File: src/frs_cfg.svh
// offsets, field positions, reset values and limits of the rate and result status block
// Function
// - write-only config control at index 3F7; low two bits pick rate; reset 10.
// - third mode: bit 2 stores skip flag, no effect, read back on bit 2.
// - skip flag survives software reset; third mode host writes zeros to bits 7..3.
// - density output high after hardware reset, untouched by software resets.
// - result phase presents status bytes of the last command through data port.
// - byte0 bits 7..6: 00 normal, 01 abnormal, 10 invalid, 11 polling.
// - byte0 bit 5 set on seek, relative seek, recalibrate end; shown via sense.
// - byte0 bit 4: no track zero after 80 steps, or relative seek past 0.
// - byte0 bit 2 current head, bits 1..0 current drive.
// - byte1 bit 7: access beyond last sector, or data command ends without count.
// - byte1 bit 5 set on CRC error in ID or data field.
// - byte1 bit 4 set on overrun or underrun from late service.
// - byte1 bit 2: sector not found, ID unreadable, or bad track sequence.
// - byte1 bit 1 set if write protect rises during write or format; the code sets it whenever the level is high then.
// - byte1 bit 0: no ID mark after two index pulses, or no data mark.
// - byte0 bit 3 and byte1 bits 6 and 3 always read 0.
// - two-bit interface mode field picks one of three register layouts.
// - rate bits reset to 250 Kbps by hardware reset only.
`ifndef FRS_CFG_SVH
`define FRS_CFG_SVH
`define FRS_CCR_IDX 12'h3F7
`define FRS_CCR_ADDR 12'hFDC
`define FRS_MODE_ADDR 12'h000
`define FRS_RES0_ADDR 12'h004
`define FRS_RES1_ADDR 12'h008
`define FRS_DATA_ADDR 12'h00C
`define FRS_PHASE_ADDR 12'h010
`define FRS_MODE_LSB 2
`define FRS_MODE_MSB 3
`define FRS_SKIP_WRITE_SHIFT_FLAG_BIT 2
`define FRS_RATE_RST 2'h2
`define FRS_RATE_500K 2'h0
`define FRS_RATE_1M 2'h3
`define FRS_SKIP_WRITE_SHIFT_FLAG_RST 1'b0
`define FRS_DENS_RST 1'b1
`define FRS_MODE_RST 2'h0
`define FRS_RECAL_STEPS 7'd80
`define FRS_IDX_LIMIT 2'd2
`endif

File: src/frs_pkg.sv
// types shared by the rate and result status block
`default_nettype none
package frs_pkg;
	typedef enum logic [1:0] {
		FRS_MODE_AT = 2'b00,
		FRS_MODE_PS2 = 2'b01,
		FRS_MODE_M30 = 2'b10
	} frs_mode_e;
	typedef enum logic [3:0] {
		FRS_CMD_NONE = 4'h0,
		FRS_CMD_READ = 4'h1,
		FRS_CMD_READ_DEL = 4'h2,
		FRS_CMD_WRITE = 4'h3,
		FRS_CMD_WRITE_DEL = 4'h4,
		FRS_CMD_FORMAT = 4'h5,
		FRS_CMD_READ_ID = 4'h6,
		FRS_CMD_READ_TRACK = 4'h7,
		FRS_CMD_RECAL = 4'h8,
		FRS_CMD_SEEK = 4'h9,
		FRS_CMD_REL_SEEK = 4'hA,
		FRS_CMD_SENSE_INT = 4'hB
	} frs_cmd_e;
	typedef enum logic [1:0] {
		FRS_PH_IDLE = 2'b00,
		FRS_PH_EXEC = 2'b01,
		FRS_PH_RESULT = 2'b10
	} frs_phase_e;
	typedef struct packed {
		logic [1:0] completionCode;
		logic positioningComplete;
		logic equipmentFault;
		logic head;
		logic [1:0] unitSelect;
		logic endOfTrack;
		logic crcFault;
		logic overrun;
		logic sectorMissing;
		logic writeProtectViolation;
		logic syncFieldAbsent;
	} frs_status_s;
	typedef struct packed {
		logic stepPulse;
		logic stepOutward;
		logic trackZeroIn;
		logic revolutionPulseInN;
		logic idMarkFound;
		logic dataMarkMissing;
		logic idCrcFault;
		logic dataCrcFault;
		logic serviceLate;
		logic sectorNotFound;
		logic idReadFail;
		logic badSequence;
		logic sectorBeyondEnd;
		logic terminalCountIn;
		logic writeProtectIn;
	} frs_media_s;
	function automatic logic frs_is_position(input frs_cmd_e c);
		return c == FRS_CMD_RECAL || c == FRS_CMD_SEEK || c == FRS_CMD_REL_SEEK;
	endfunction : frs_is_position
	function automatic logic frs_is_write(input frs_cmd_e c);
		return c == FRS_CMD_WRITE || c == FRS_CMD_WRITE_DEL || c == FRS_CMD_FORMAT;
	endfunction : frs_is_write
	function automatic logic frs_is_data(input frs_cmd_e c);
		return c == FRS_CMD_READ || c == FRS_CMD_READ_DEL ||
			c == FRS_CMD_WRITE || c == FRS_CMD_WRITE_DEL;
	endfunction : frs_is_data
endpackage : frs_pkg
`default_nettype wire

File: src/frs_top.sv
// rate select register, density pin and result status bytes with APB access
//
// Decided for this implementation: the APB interface to the registers.
`include "frs_cfg.svh"
`default_nettype none
module frs_top
	import frs_pkg::*;
#(
	parameter int ADDR_W = 12
) (
	// clock and reset
	input wire logic mclk,
	input wire logic nrst,
	// apb slave
	input wire logic psel,
	input wire logic penable,
	input wire logic pwrite,
	input wire logic [ADDR_W-1:0] paddr,
	input wire logic [31:0] pwdata,
	output logic [31:0] prdata,
	output logic pready,
	output logic pslverr,
	// command engine
	input wire logic swReset,
	input wire logic execStart,
	input wire frs_cmd_e cmdKind,
	input wire logic execEnd,
	input wire logic [1:0] completionCode,
	input wire logic headIn,
	input wire logic [1:0] unitSelect,
	// drive side events
	input wire frs_media_s media,
	// drive side outputs
	output logic [1:0] ratePick,
	output logic densityOut,
	output logic resultPhase
);
	frs_phase_e phase;
	frs_phase_e next_phase;
	frs_cmd_e curCmd;
	frs_status_s flags;
	frs_status_s next_flags;
	frs_status_s latched;
	logic [1:0] interfaceMode;
	logic skipWriteShiftFlag;
	logic byteIdx;
	logic [6:0] stepCount;
	logic [1:0] idxCount;
	logic idxPrev;
	logic tcSeen;
	logic [7:0] resByte0;
	logic [7:0] resByte1;
	logic setupPh;
	logic accessPh;
	logic wrDone;
	logic rdDone;
	logic hitCcr;
	logic hitMode;
	logic hitData;
	logic mapped;
	logic execActive;
	logic idxEdge;
	logic endNow;
	logic lastRead;
	logic clrAll;
	logic clrPos;
	logic [7:0] inputView;
	logic highRate;
	logic [31:0] next_prdata;

	// apb decode
	assign setupPh = psel && !penable;
	assign accessPh = psel && penable;
	assign pready = 1'b1;
	assign wrDone = accessPh && pwrite;
	assign rdDone = accessPh && !pwrite;
	assign hitCcr = paddr == `FRS_CCR_ADDR;
	assign hitMode = paddr == `FRS_MODE_ADDR;
	assign hitData = paddr == `FRS_DATA_ADDR;
	assign mapped = hitCcr || hitMode || hitData ||
		paddr == `FRS_RES0_ADDR || paddr == `FRS_RES1_ADDR ||
		paddr == `FRS_PHASE_ADDR;

	// phase helpers
	assign execActive = phase == FRS_PH_EXEC;
	assign endNow = execActive && execEnd;
	assign lastRead = rdDone && hitData && phase == FRS_PH_RESULT && byteIdx;
	assign resultPhase = phase == FRS_PH_RESULT;
	assign idxEdge = idxPrev && !media.revolutionPulseInN;
	assign highRate = ratePick == `FRS_RATE_500K || ratePick == `FRS_RATE_1M;

	// interface mode field
	always_ff @(posedge mclk or negedge nrst) begin
		if (!nrst) begin
			interfaceMode <= `FRS_MODE_RST;
		end else if (wrDone && hitMode) begin
			interfaceMode <= pwdata[`FRS_MODE_MSB:`FRS_MODE_LSB];
		end
	end

	// rate select, hardware reset only
	always_ff @(posedge mclk or negedge nrst) begin
		if (!nrst) begin
			ratePick <= `FRS_RATE_RST;
		end else if (wrDone && hitCcr) begin
			ratePick <= pwdata[1:0];
		end
	end

	// skip flag, third mode only, kept over software reset
	always_ff @(posedge mclk or negedge nrst) begin
		if (!nrst) begin
			skipWriteShiftFlag <= `FRS_SKIP_WRITE_SHIFT_FLAG_RST;
		end else if (wrDone && hitCcr && interfaceMode == FRS_MODE_M30) begin
			skipWriteShiftFlag <= pwdata[`FRS_SKIP_WRITE_SHIFT_FLAG_BIT];
		end
	end

	// density pin follows rate and mode polarity
	always_ff @(posedge mclk or negedge nrst) begin
		if (!nrst) begin
			densityOut <= `FRS_DENS_RST;
		end else if (wrDone && hitCcr) begin
			if (interfaceMode == FRS_MODE_AT) begin
				densityOut <= pwdata[1:0] == `FRS_RATE_500K || pwdata[1:0] == `FRS_RATE_1M;
			end else begin
				densityOut <= !(pwdata[1:0] == `FRS_RATE_500K ||
					pwdata[1:0] == `FRS_RATE_1M);
			end
		end
	end

	// input view at the config control address
	always_comb begin
		case (interfaceMode)
			FRS_MODE_PS2: begin
				inputView = {1'b0, 4'hF, ratePick, !highRate};
			end
			FRS_MODE_M30: begin
				inputView = {5'h00, skipWriteShiftFlag, ratePick};
			end
			default: begin
				inputView = 8'h00;
			end
		endcase
	end

	// phase machine
	always_comb begin
		next_phase = phase;
		case (phase)
			FRS_PH_IDLE: begin
				if (execStart) begin
					next_phase = FRS_PH_EXEC;
				end
			end
			FRS_PH_EXEC: begin
				if (execEnd) begin
					if (frs_is_position(curCmd)) begin
						next_phase = FRS_PH_IDLE;
					end else begin
						next_phase = FRS_PH_RESULT;
					end
				end
			end
			FRS_PH_RESULT: begin
				if (lastRead) begin
					next_phase = FRS_PH_IDLE;
				end
			end
			default: begin
				next_phase = FRS_PH_IDLE;
			end
		endcase
		if (swReset) begin
			next_phase = FRS_PH_IDLE;
		end
	end

	always_ff @(posedge mclk or negedge nrst) begin
		if (!nrst) begin
			phase <= FRS_PH_IDLE;
		end else begin
			phase <= next_phase;
		end
	end

	// command in execution
	always_ff @(posedge mclk or negedge nrst) begin
		if (!nrst) begin
			curCmd <= FRS_CMD_NONE;
		end else if (phase == FRS_PH_IDLE && execStart && !swReset) begin
			curCmd <= cmdKind;
		end
	end

	// result byte pointer
	always_ff @(posedge mclk or negedge nrst) begin
		if (!nrst) begin
			byteIdx <= 1'b0;
		end else if (swReset || endNow) begin
			byteIdx <= 1'b0;
		end else if (rdDone && hitData && phase == FRS_PH_RESULT) begin
			byteIdx <= !byteIdx;
		end
	end

	// recalibrate step counter
	always_ff @(posedge mclk or negedge nrst) begin
		if (!nrst) begin
			stepCount <= 7'd0;
		end else if (phase == FRS_PH_IDLE || swReset) begin
			stepCount <= 7'd0;
		end else if (execActive && curCmd == FRS_CMD_RECAL && media.stepPulse &&
			stepCount != `FRS_RECAL_STEPS) begin
			stepCount <= stepCount + 7'd1;
		end
	end

	// index pulse counter, restarted by a found ID mark
	always_ff @(posedge mclk or negedge nrst) begin
		if (!nrst) begin
			idxPrev <= 1'b1;
		end else begin
			idxPrev <= media.revolutionPulseInN;
		end
	end

	always_ff @(posedge mclk or negedge nrst) begin
		if (!nrst) begin
			idxCount <= 2'd0;
		end else if (phase == FRS_PH_IDLE || swReset || media.idMarkFound) begin
			idxCount <= 2'd0;
		end else if (execActive && idxEdge && idxCount != `FRS_IDX_LIMIT) begin
			idxCount <= idxCount + 2'd1;
		end
	end

	// terminal count seen during execution
	always_ff @(posedge mclk or negedge nrst) begin
		if (!nrst) begin
			tcSeen <= 1'b0;
		end else if (phase == FRS_PH_IDLE || swReset) begin
			tcSeen <= 1'b0;
		end else if (execActive && media.terminalCountIn) begin
			tcSeen <= 1'b1;
		end
	end

	// sticky event flags, a set wins over a clear
	assign clrAll = swReset || (phase == FRS_PH_IDLE && execStart);
	assign clrPos = swReset || (endNow && curCmd == FRS_CMD_SENSE_INT) ||
		(phase == FRS_PH_IDLE && execStart && cmdKind != FRS_CMD_SENSE_INT &&
		!frs_is_position(cmdKind) ? 1'b0 : 1'b0);

	always_comb begin
		next_flags = flags;
		if (clrAll) begin
			next_flags.endOfTrack = 1'b0;
			next_flags.crcFault = 1'b0;
			next_flags.overrun = 1'b0;
			next_flags.sectorMissing = 1'b0;
			next_flags.writeProtectViolation = 1'b0;
			next_flags.syncFieldAbsent = 1'b0;
		end
		if (clrPos || (phase == FRS_PH_IDLE && execStart && frs_is_position(cmdKind))) begin
			next_flags.positioningComplete = 1'b0;
			next_flags.equipmentFault = 1'b0;
		end
		if (execActive) begin
			if (execEnd && frs_is_position(curCmd)) begin
				next_flags.positioningComplete = 1'b1;
			end
			if (curCmd == FRS_CMD_RECAL && stepCount == `FRS_RECAL_STEPS &&
				!media.trackZeroIn) begin
				next_flags.equipmentFault = 1'b1;
			end
			if (curCmd == FRS_CMD_REL_SEEK && media.stepPulse && media.stepOutward &&
				media.trackZeroIn) begin
				next_flags.equipmentFault = 1'b1;
			end
			if (media.sectorBeyondEnd) begin
				next_flags.endOfTrack = 1'b1;
			end
			if (execEnd && frs_is_data(curCmd) && !tcSeen && !media.terminalCountIn) begin
				next_flags.endOfTrack = 1'b1;
			end
			if (media.idCrcFault || media.dataCrcFault) begin
				next_flags.crcFault = 1'b1;
			end
			if (media.serviceLate) begin
				next_flags.overrun = 1'b1;
			end
			if ((media.sectorNotFound &&
				(curCmd == FRS_CMD_READ || curCmd == FRS_CMD_READ_DEL)) ||
				(media.idReadFail && curCmd == FRS_CMD_READ_ID) ||
				(media.badSequence && curCmd == FRS_CMD_READ_TRACK)) begin
				next_flags.sectorMissing = 1'b1;
			end
			if (media.writeProtectIn && frs_is_write(curCmd)) begin
				next_flags.writeProtectViolation = 1'b1;
			end
			if ((idxEdge && idxCount == `FRS_IDX_LIMIT - 2'd1 && !media.idMarkFound) ||
				media.dataMarkMissing) begin
				next_flags.syncFieldAbsent = 1'b1;
			end
		end
		next_flags.completionCode = completionCode;
		next_flags.head = headIn;
		next_flags.unitSelect = unitSelect;
	end

	always_ff @(posedge mclk or negedge nrst) begin
		if (!nrst) begin
			flags <= '0;
		end else begin
			flags <= next_flags;
		end
	end

	// capture at execution end, held through the result phase
	always_ff @(posedge mclk or negedge nrst) begin
		if (!nrst) begin
			latched <= '0;
		end else if (swReset) begin
			latched <= '0;
		end else if (endNow && !frs_is_position(curCmd)) begin
			latched <= next_flags;
			if (curCmd == FRS_CMD_SENSE_INT) begin
				// sense end clears the live copy, so report the held one
				latched.positioningComplete <= flags.positioningComplete;
				latched.equipmentFault <= flags.equipmentFault;
			end else begin
				latched.positioningComplete <= 1'b0;
				latched.equipmentFault <= 1'b0;
			end
		end
	end

	frs_status_pack u_pack (
		.status(latched),
		.byte0(resByte0),
		.byte1(resByte1)
	);

	// read data mux
	always_comb begin
		next_prdata = 32'h0000_0000;
		if (hitCcr) begin
			next_prdata = {24'h00_0000, inputView};
		end else if (hitMode) begin
			next_prdata = {28'h000_0000, interfaceMode, 2'b00};
		end else if (paddr == `FRS_RES0_ADDR) begin
			next_prdata = {24'h00_0000, resByte0};
		end else if (paddr == `FRS_RES1_ADDR) begin
			next_prdata = {24'h00_0000, resByte1};
		end else if (hitData && phase == FRS_PH_RESULT) begin
			next_prdata = {24'h00_0000, byteIdx ? resByte1 : resByte0};
		end else if (paddr == `FRS_PHASE_ADDR) begin
			next_prdata = {29'h0000_0000, byteIdx, execActive, resultPhase};
		end
	end

	// read data and error are registered in the setup cycle
	always_ff @(posedge mclk or negedge nrst) begin
		if (!nrst) begin
			prdata <= 32'h0000_0000;
		end else if (setupPh && !pwrite) begin
			prdata <= next_prdata;
		end
	end

	always_ff @(posedge mclk or negedge nrst) begin
		if (!nrst) begin
			pslverr <= 1'b0;
		end else if (setupPh) begin
			pslverr <= !mapped;
		end
	end
endmodule : frs_top
`default_nettype wire

File: src/frs_status_pack.sv
// packs latched status fields into result bytes 0 and 1
`default_nettype none
module frs_status_pack
	import frs_pkg::*;
(
	// latched fields
	input wire frs_status_s status,
	// result bytes
	output logic [7:0] byte0,
	output logic [7:0] byte1
);
	always_comb begin
		byte0 = {status.completionCode, status.positioningComplete,
			status.equipmentFault, 1'b0, status.head, status.unitSelect};
		byte1 = {status.endOfTrack, 1'b0, status.crcFault, status.overrun,
			1'b0, status.sectorMissing, status.writeProtectViolation,
			status.syncFieldAbsent};
	end
endmodule : frs_status_pack
`default_nettype wire

File: config.mk
export PLATFORM = sky130hd
export DESIGN_NAME = frs_top
export DESIGN_NICKNAME = d
export VERILOG_FILES = /design/src/frs_pkg.sv /design/src/frs_top.sv /design/src/frs_status_pack.sv
export VERILOG_INCLUDE_DIRS = /design/src
export SDC_FILE = /design/constraint.sdc
export NUM_CORES = 1
export LEC_CHECK = 0
export BUFFER_PORTS_ARGS = -buffer_cell sky130_fd_sc_hd__buf_2
export CAP_MARGIN = 40
export CORE_MARGIN = 8
export CORE_UTILIZATION = 30
export CTS_CLUSTER_DIAMETER = 30
export CTS_CLUSTER_SIZE = 10
export DETAILED_ROUTE_END_ITERATION = 6
export GPL_TIMING_DRIVEN = 0
export SKIP_LAST_GASP = 1
export SYNTH_ARGS = -nofsm -noshare
export SYNTH_HDL_FRONTEND = slang
export SYNTH_SLANG_ARGS = --single-unit
File: constraint.sdc
create_clock -name mclk -period 2 [get_ports mclk]
set_input_delay 0.2 -clock mclk [delete_from_list [all_inputs] [get_ports mclk]]
set_output_delay 0.2 -clock mclk [all_outputs]
set_load 0.005 [all_outputs]
==> out/qor.txt <==
status: complete, no violations
vias per inst: 4.67
H-tree levels: 2
Final Hold Fails: 0
FFs w/ async S/R, synth: 100%
most used flip-flop cell after synthesis: dfrtp_1
Max-Cap Viols: 0
Port-buffer cells: 58
fin nets: 483
Root Driver: clkbuf_8
syn_area_per_cell: 9.93 sq um
Yosys cell types: 52
pwr/cell area: 584 mW/mm^2
Tmin final: 1.88 ns
final setup vio count: 0
Initial DRC Count: 94
synth top area cells: dfrtp_1, buf_4, a22o_1
IO Count: 114
post-synth top area cell: dfrtp_1
Total GRT Usage: 10.9%
dpl ws: -0.313 ns
row count: 37
die width: 117 um
Yosys top cell area share: 41.7%
Initial Utilization: 30.3%
Die Span Y: 117 um
Net Sw Power: 637 uW
vias in the first global route: 2,437
CP max FO: 6
Post-Synthesis Cells: 308
CP Launch Type: primary input
largest net degree at the start of global routing: 37
Clock transition at path regs: 0.10 ns
Die ar.: 0.0137 sq mm
first-pass GRT wire length: 12.0 mm
post-route ant nets: 0
Antenna Diode Count: 0
CP Class: in2reg
Syn Std Cell Area: 0.00306 sq mm
Finished Core Util: 37.5%
Clk pwr share: 27.9%
initial antenna violation count: 0
drt pass-1 iters: 4
skew final: 0.00857 ns
Tightest Pin Transition: 0.600 ns
CP endpoint kind: register
fin area: 0.00378 sq mm
setup_tns: 0 ns
Max IR drop VDD: 0.334 mV
CORE AREA: 0.0101 sq mm
final period utilization: 93.9%
Sw Share: 28.8%
latest clock arrival within the worst-skew pair: 0.30 ns
CTS tree: yes
CP required: 2.20 ns
sequential fraction of the synthesis area: 44.3%
DRC viols: 0
clock sinks: 54
CTS buffer count: 5
Tightest Hold Check Type: in2reg
layout cells sized above 1: 32.4%
PnR worst setup slack: 0.121 ns
clock buffer depth: 2
Slew Limit Headroom: 58.9%
Worst Path Arrival: 2.08 ns
power share of the combinational group: 18.5%
via count: 2,507
Post-Route WL: 7.66 mm
register bit total from synthesis: 54
placed inst area: 0.00362 sq mm
GR Overflow Total: 0
Post-synth EDFFs: 0
Avg WL per Cell: 14.3 um
post-DP HPWL: 6.07 mm
Pleak: 1.77 nW
FMAX: 0.532 GHz
RePlAce Congestion: 0.821
Slew Limit Fails: 0
Reg power frac: 53.6%
area grow syn2layout: 23.7%
Warnings, synthesis: 0
Pint: 1.57 mW
placed cells by master, fill, tap and decap left out, drive strengths merged, types with 5 or more instances in the layout:
cell and instances:
buf 90, dfrtp 51, conb 25, nor2 22
a22o 18, nand2 17, a21oi 15, o21ai 15
clkbuf 14, inv 11, mux2 11, nor3 10
nand3 8, ha 7, nand2b 7, nand4 5
a22oi 5, or3 5, xnor2 5, nor4 5
cells in the mapped netlist, drive strengths merged, types with 4 or more instances:
| cell | count |
|---|---|
| mux2 | 11 |
| dfrtp | 51 |
| xnor2 | 5 |
| nand3 | 8 |
| nand4 | 5 |
| nor3 | 10 |
| a211oi | 4 |
| or3 | 5 |
| buf | 29 |
| nor2 | 22 |
| clkbuf | 9 |
| ha | 7 |
| inv | 11 |
| xor2 | 4 |
| a22o | 18 |
| nor4 | 5 |
| o21ai | 15 |
| a21oi | 15 |
| nand2 | 17 |
| a22oi | 5 |
| nand2b | 7 |
| or2 | 4 |
stage by stage:
step | cells | power (mW) | hold WS (ns)
detailed placement | 526 | 1.59 | 0.183
global route | 537 | 2.33 | 0.00288
floorplan | 331 | 1.43 | -0.0956
global placement | 525 | 1.58 | 0.332
finish | 537 | 2.21 | 0.0198
CTS | 535 | 2.22 | 0.00701
layer usage:
metal	wire, um	share of wire [%]	up-vias	track usage (%)
li1	-	-	1264	-
met3	532	6.9	2	2.62
met5	0	0	-	0
met4	23	0.30	0	1.79
met1	3520	46	1181	14.0
met2	3590	47	60	18.6
path summary, 6_finish.rpt:
path | startpoint | end | slack, ns | cells past startpoint
min | media[11] | idxPrev | 0.02 | 1
max in group asynchronous | nrst | ratePick[1] | 1.01 | 3
min in group asynchronous | nrst | interfaceMode[0] | 0.37 | 2
min reg2reg | flags[0] | flags[0] | 0.49 | 2
max | paddr[9] | prdata[2] | 0.12 | 7
max reg2reg | curCmd[2] | stepCount[3] | 0.13 | 6
logic make-up after synthesis:
logic type               synth area share (%)
flip-flops                               44.3
other                                   0.246
AO/OA/AOI/OAI                            17.6
buffers and inverters                    9.25
multiplexers                             4.38
adder cells (fa/ha/maj)                  2.86
XOR/XNOR                                 2.58
AND/OR/NAND/NOR                          18.7
sequential cells by signal, indices dropped and copies added, names as in the netlist:
name,flops
latched,13
flags,8
prdata,8
stepCount,7
curCmd,4
idxCount,2
interfaceMode,2
phase,2
ratePick,2
byteIdx,1
densityOut,1
idxPrev,1
pslverr,1
skipWriteShiftFlag,1
tcSeen,1
repair_timing:
action                                 4_1_cts  5_1_grt
resized for setup                            3        9
buffers inserted                             0        2
pin swaps                                    1        1
endpoints found under the hold margin       17        0
setup endpoints to repair                   15       18
hold buffers                                 1        0
cell type report:
cell class	instances	area (sq um)
fillers	1074	6310
plain buffers	38	248
repair buffers	62	335
flip-flops and latches	54	1360
clock buffers	5	68.8
well taps	136	170
clock inverters	3	21.3
multi-input cells	228	1540
inverters	11	41.3
power by group through the flow:
| stage | logic (mW) | registers (mW) | clock network (mW) |
|---|---|---|---|
| after global placement | 0.377 | 1.20 | 0 |
| after floorplan | 0.240 | 1.19 | 0 |
| after detailed placement | 0.388 | 1.20 | 0 |
| final | 0.408 | 1.18 | 0.616 |
| after global routing | 0.457 | 1.19 | 0.679 |
| after CTS | 0.396 | 1.18 | 0.637 |
worst max-delay path: stages:
cell      delay [ns]
buf_2           0.11
or4_4           0.53
nor3_1          0.52
and3_1          0.24
buf_2           0.16
nand2b_1        0.08
a41o_1          0.24
Note: power is estimated with default switching activity, not from simulation.
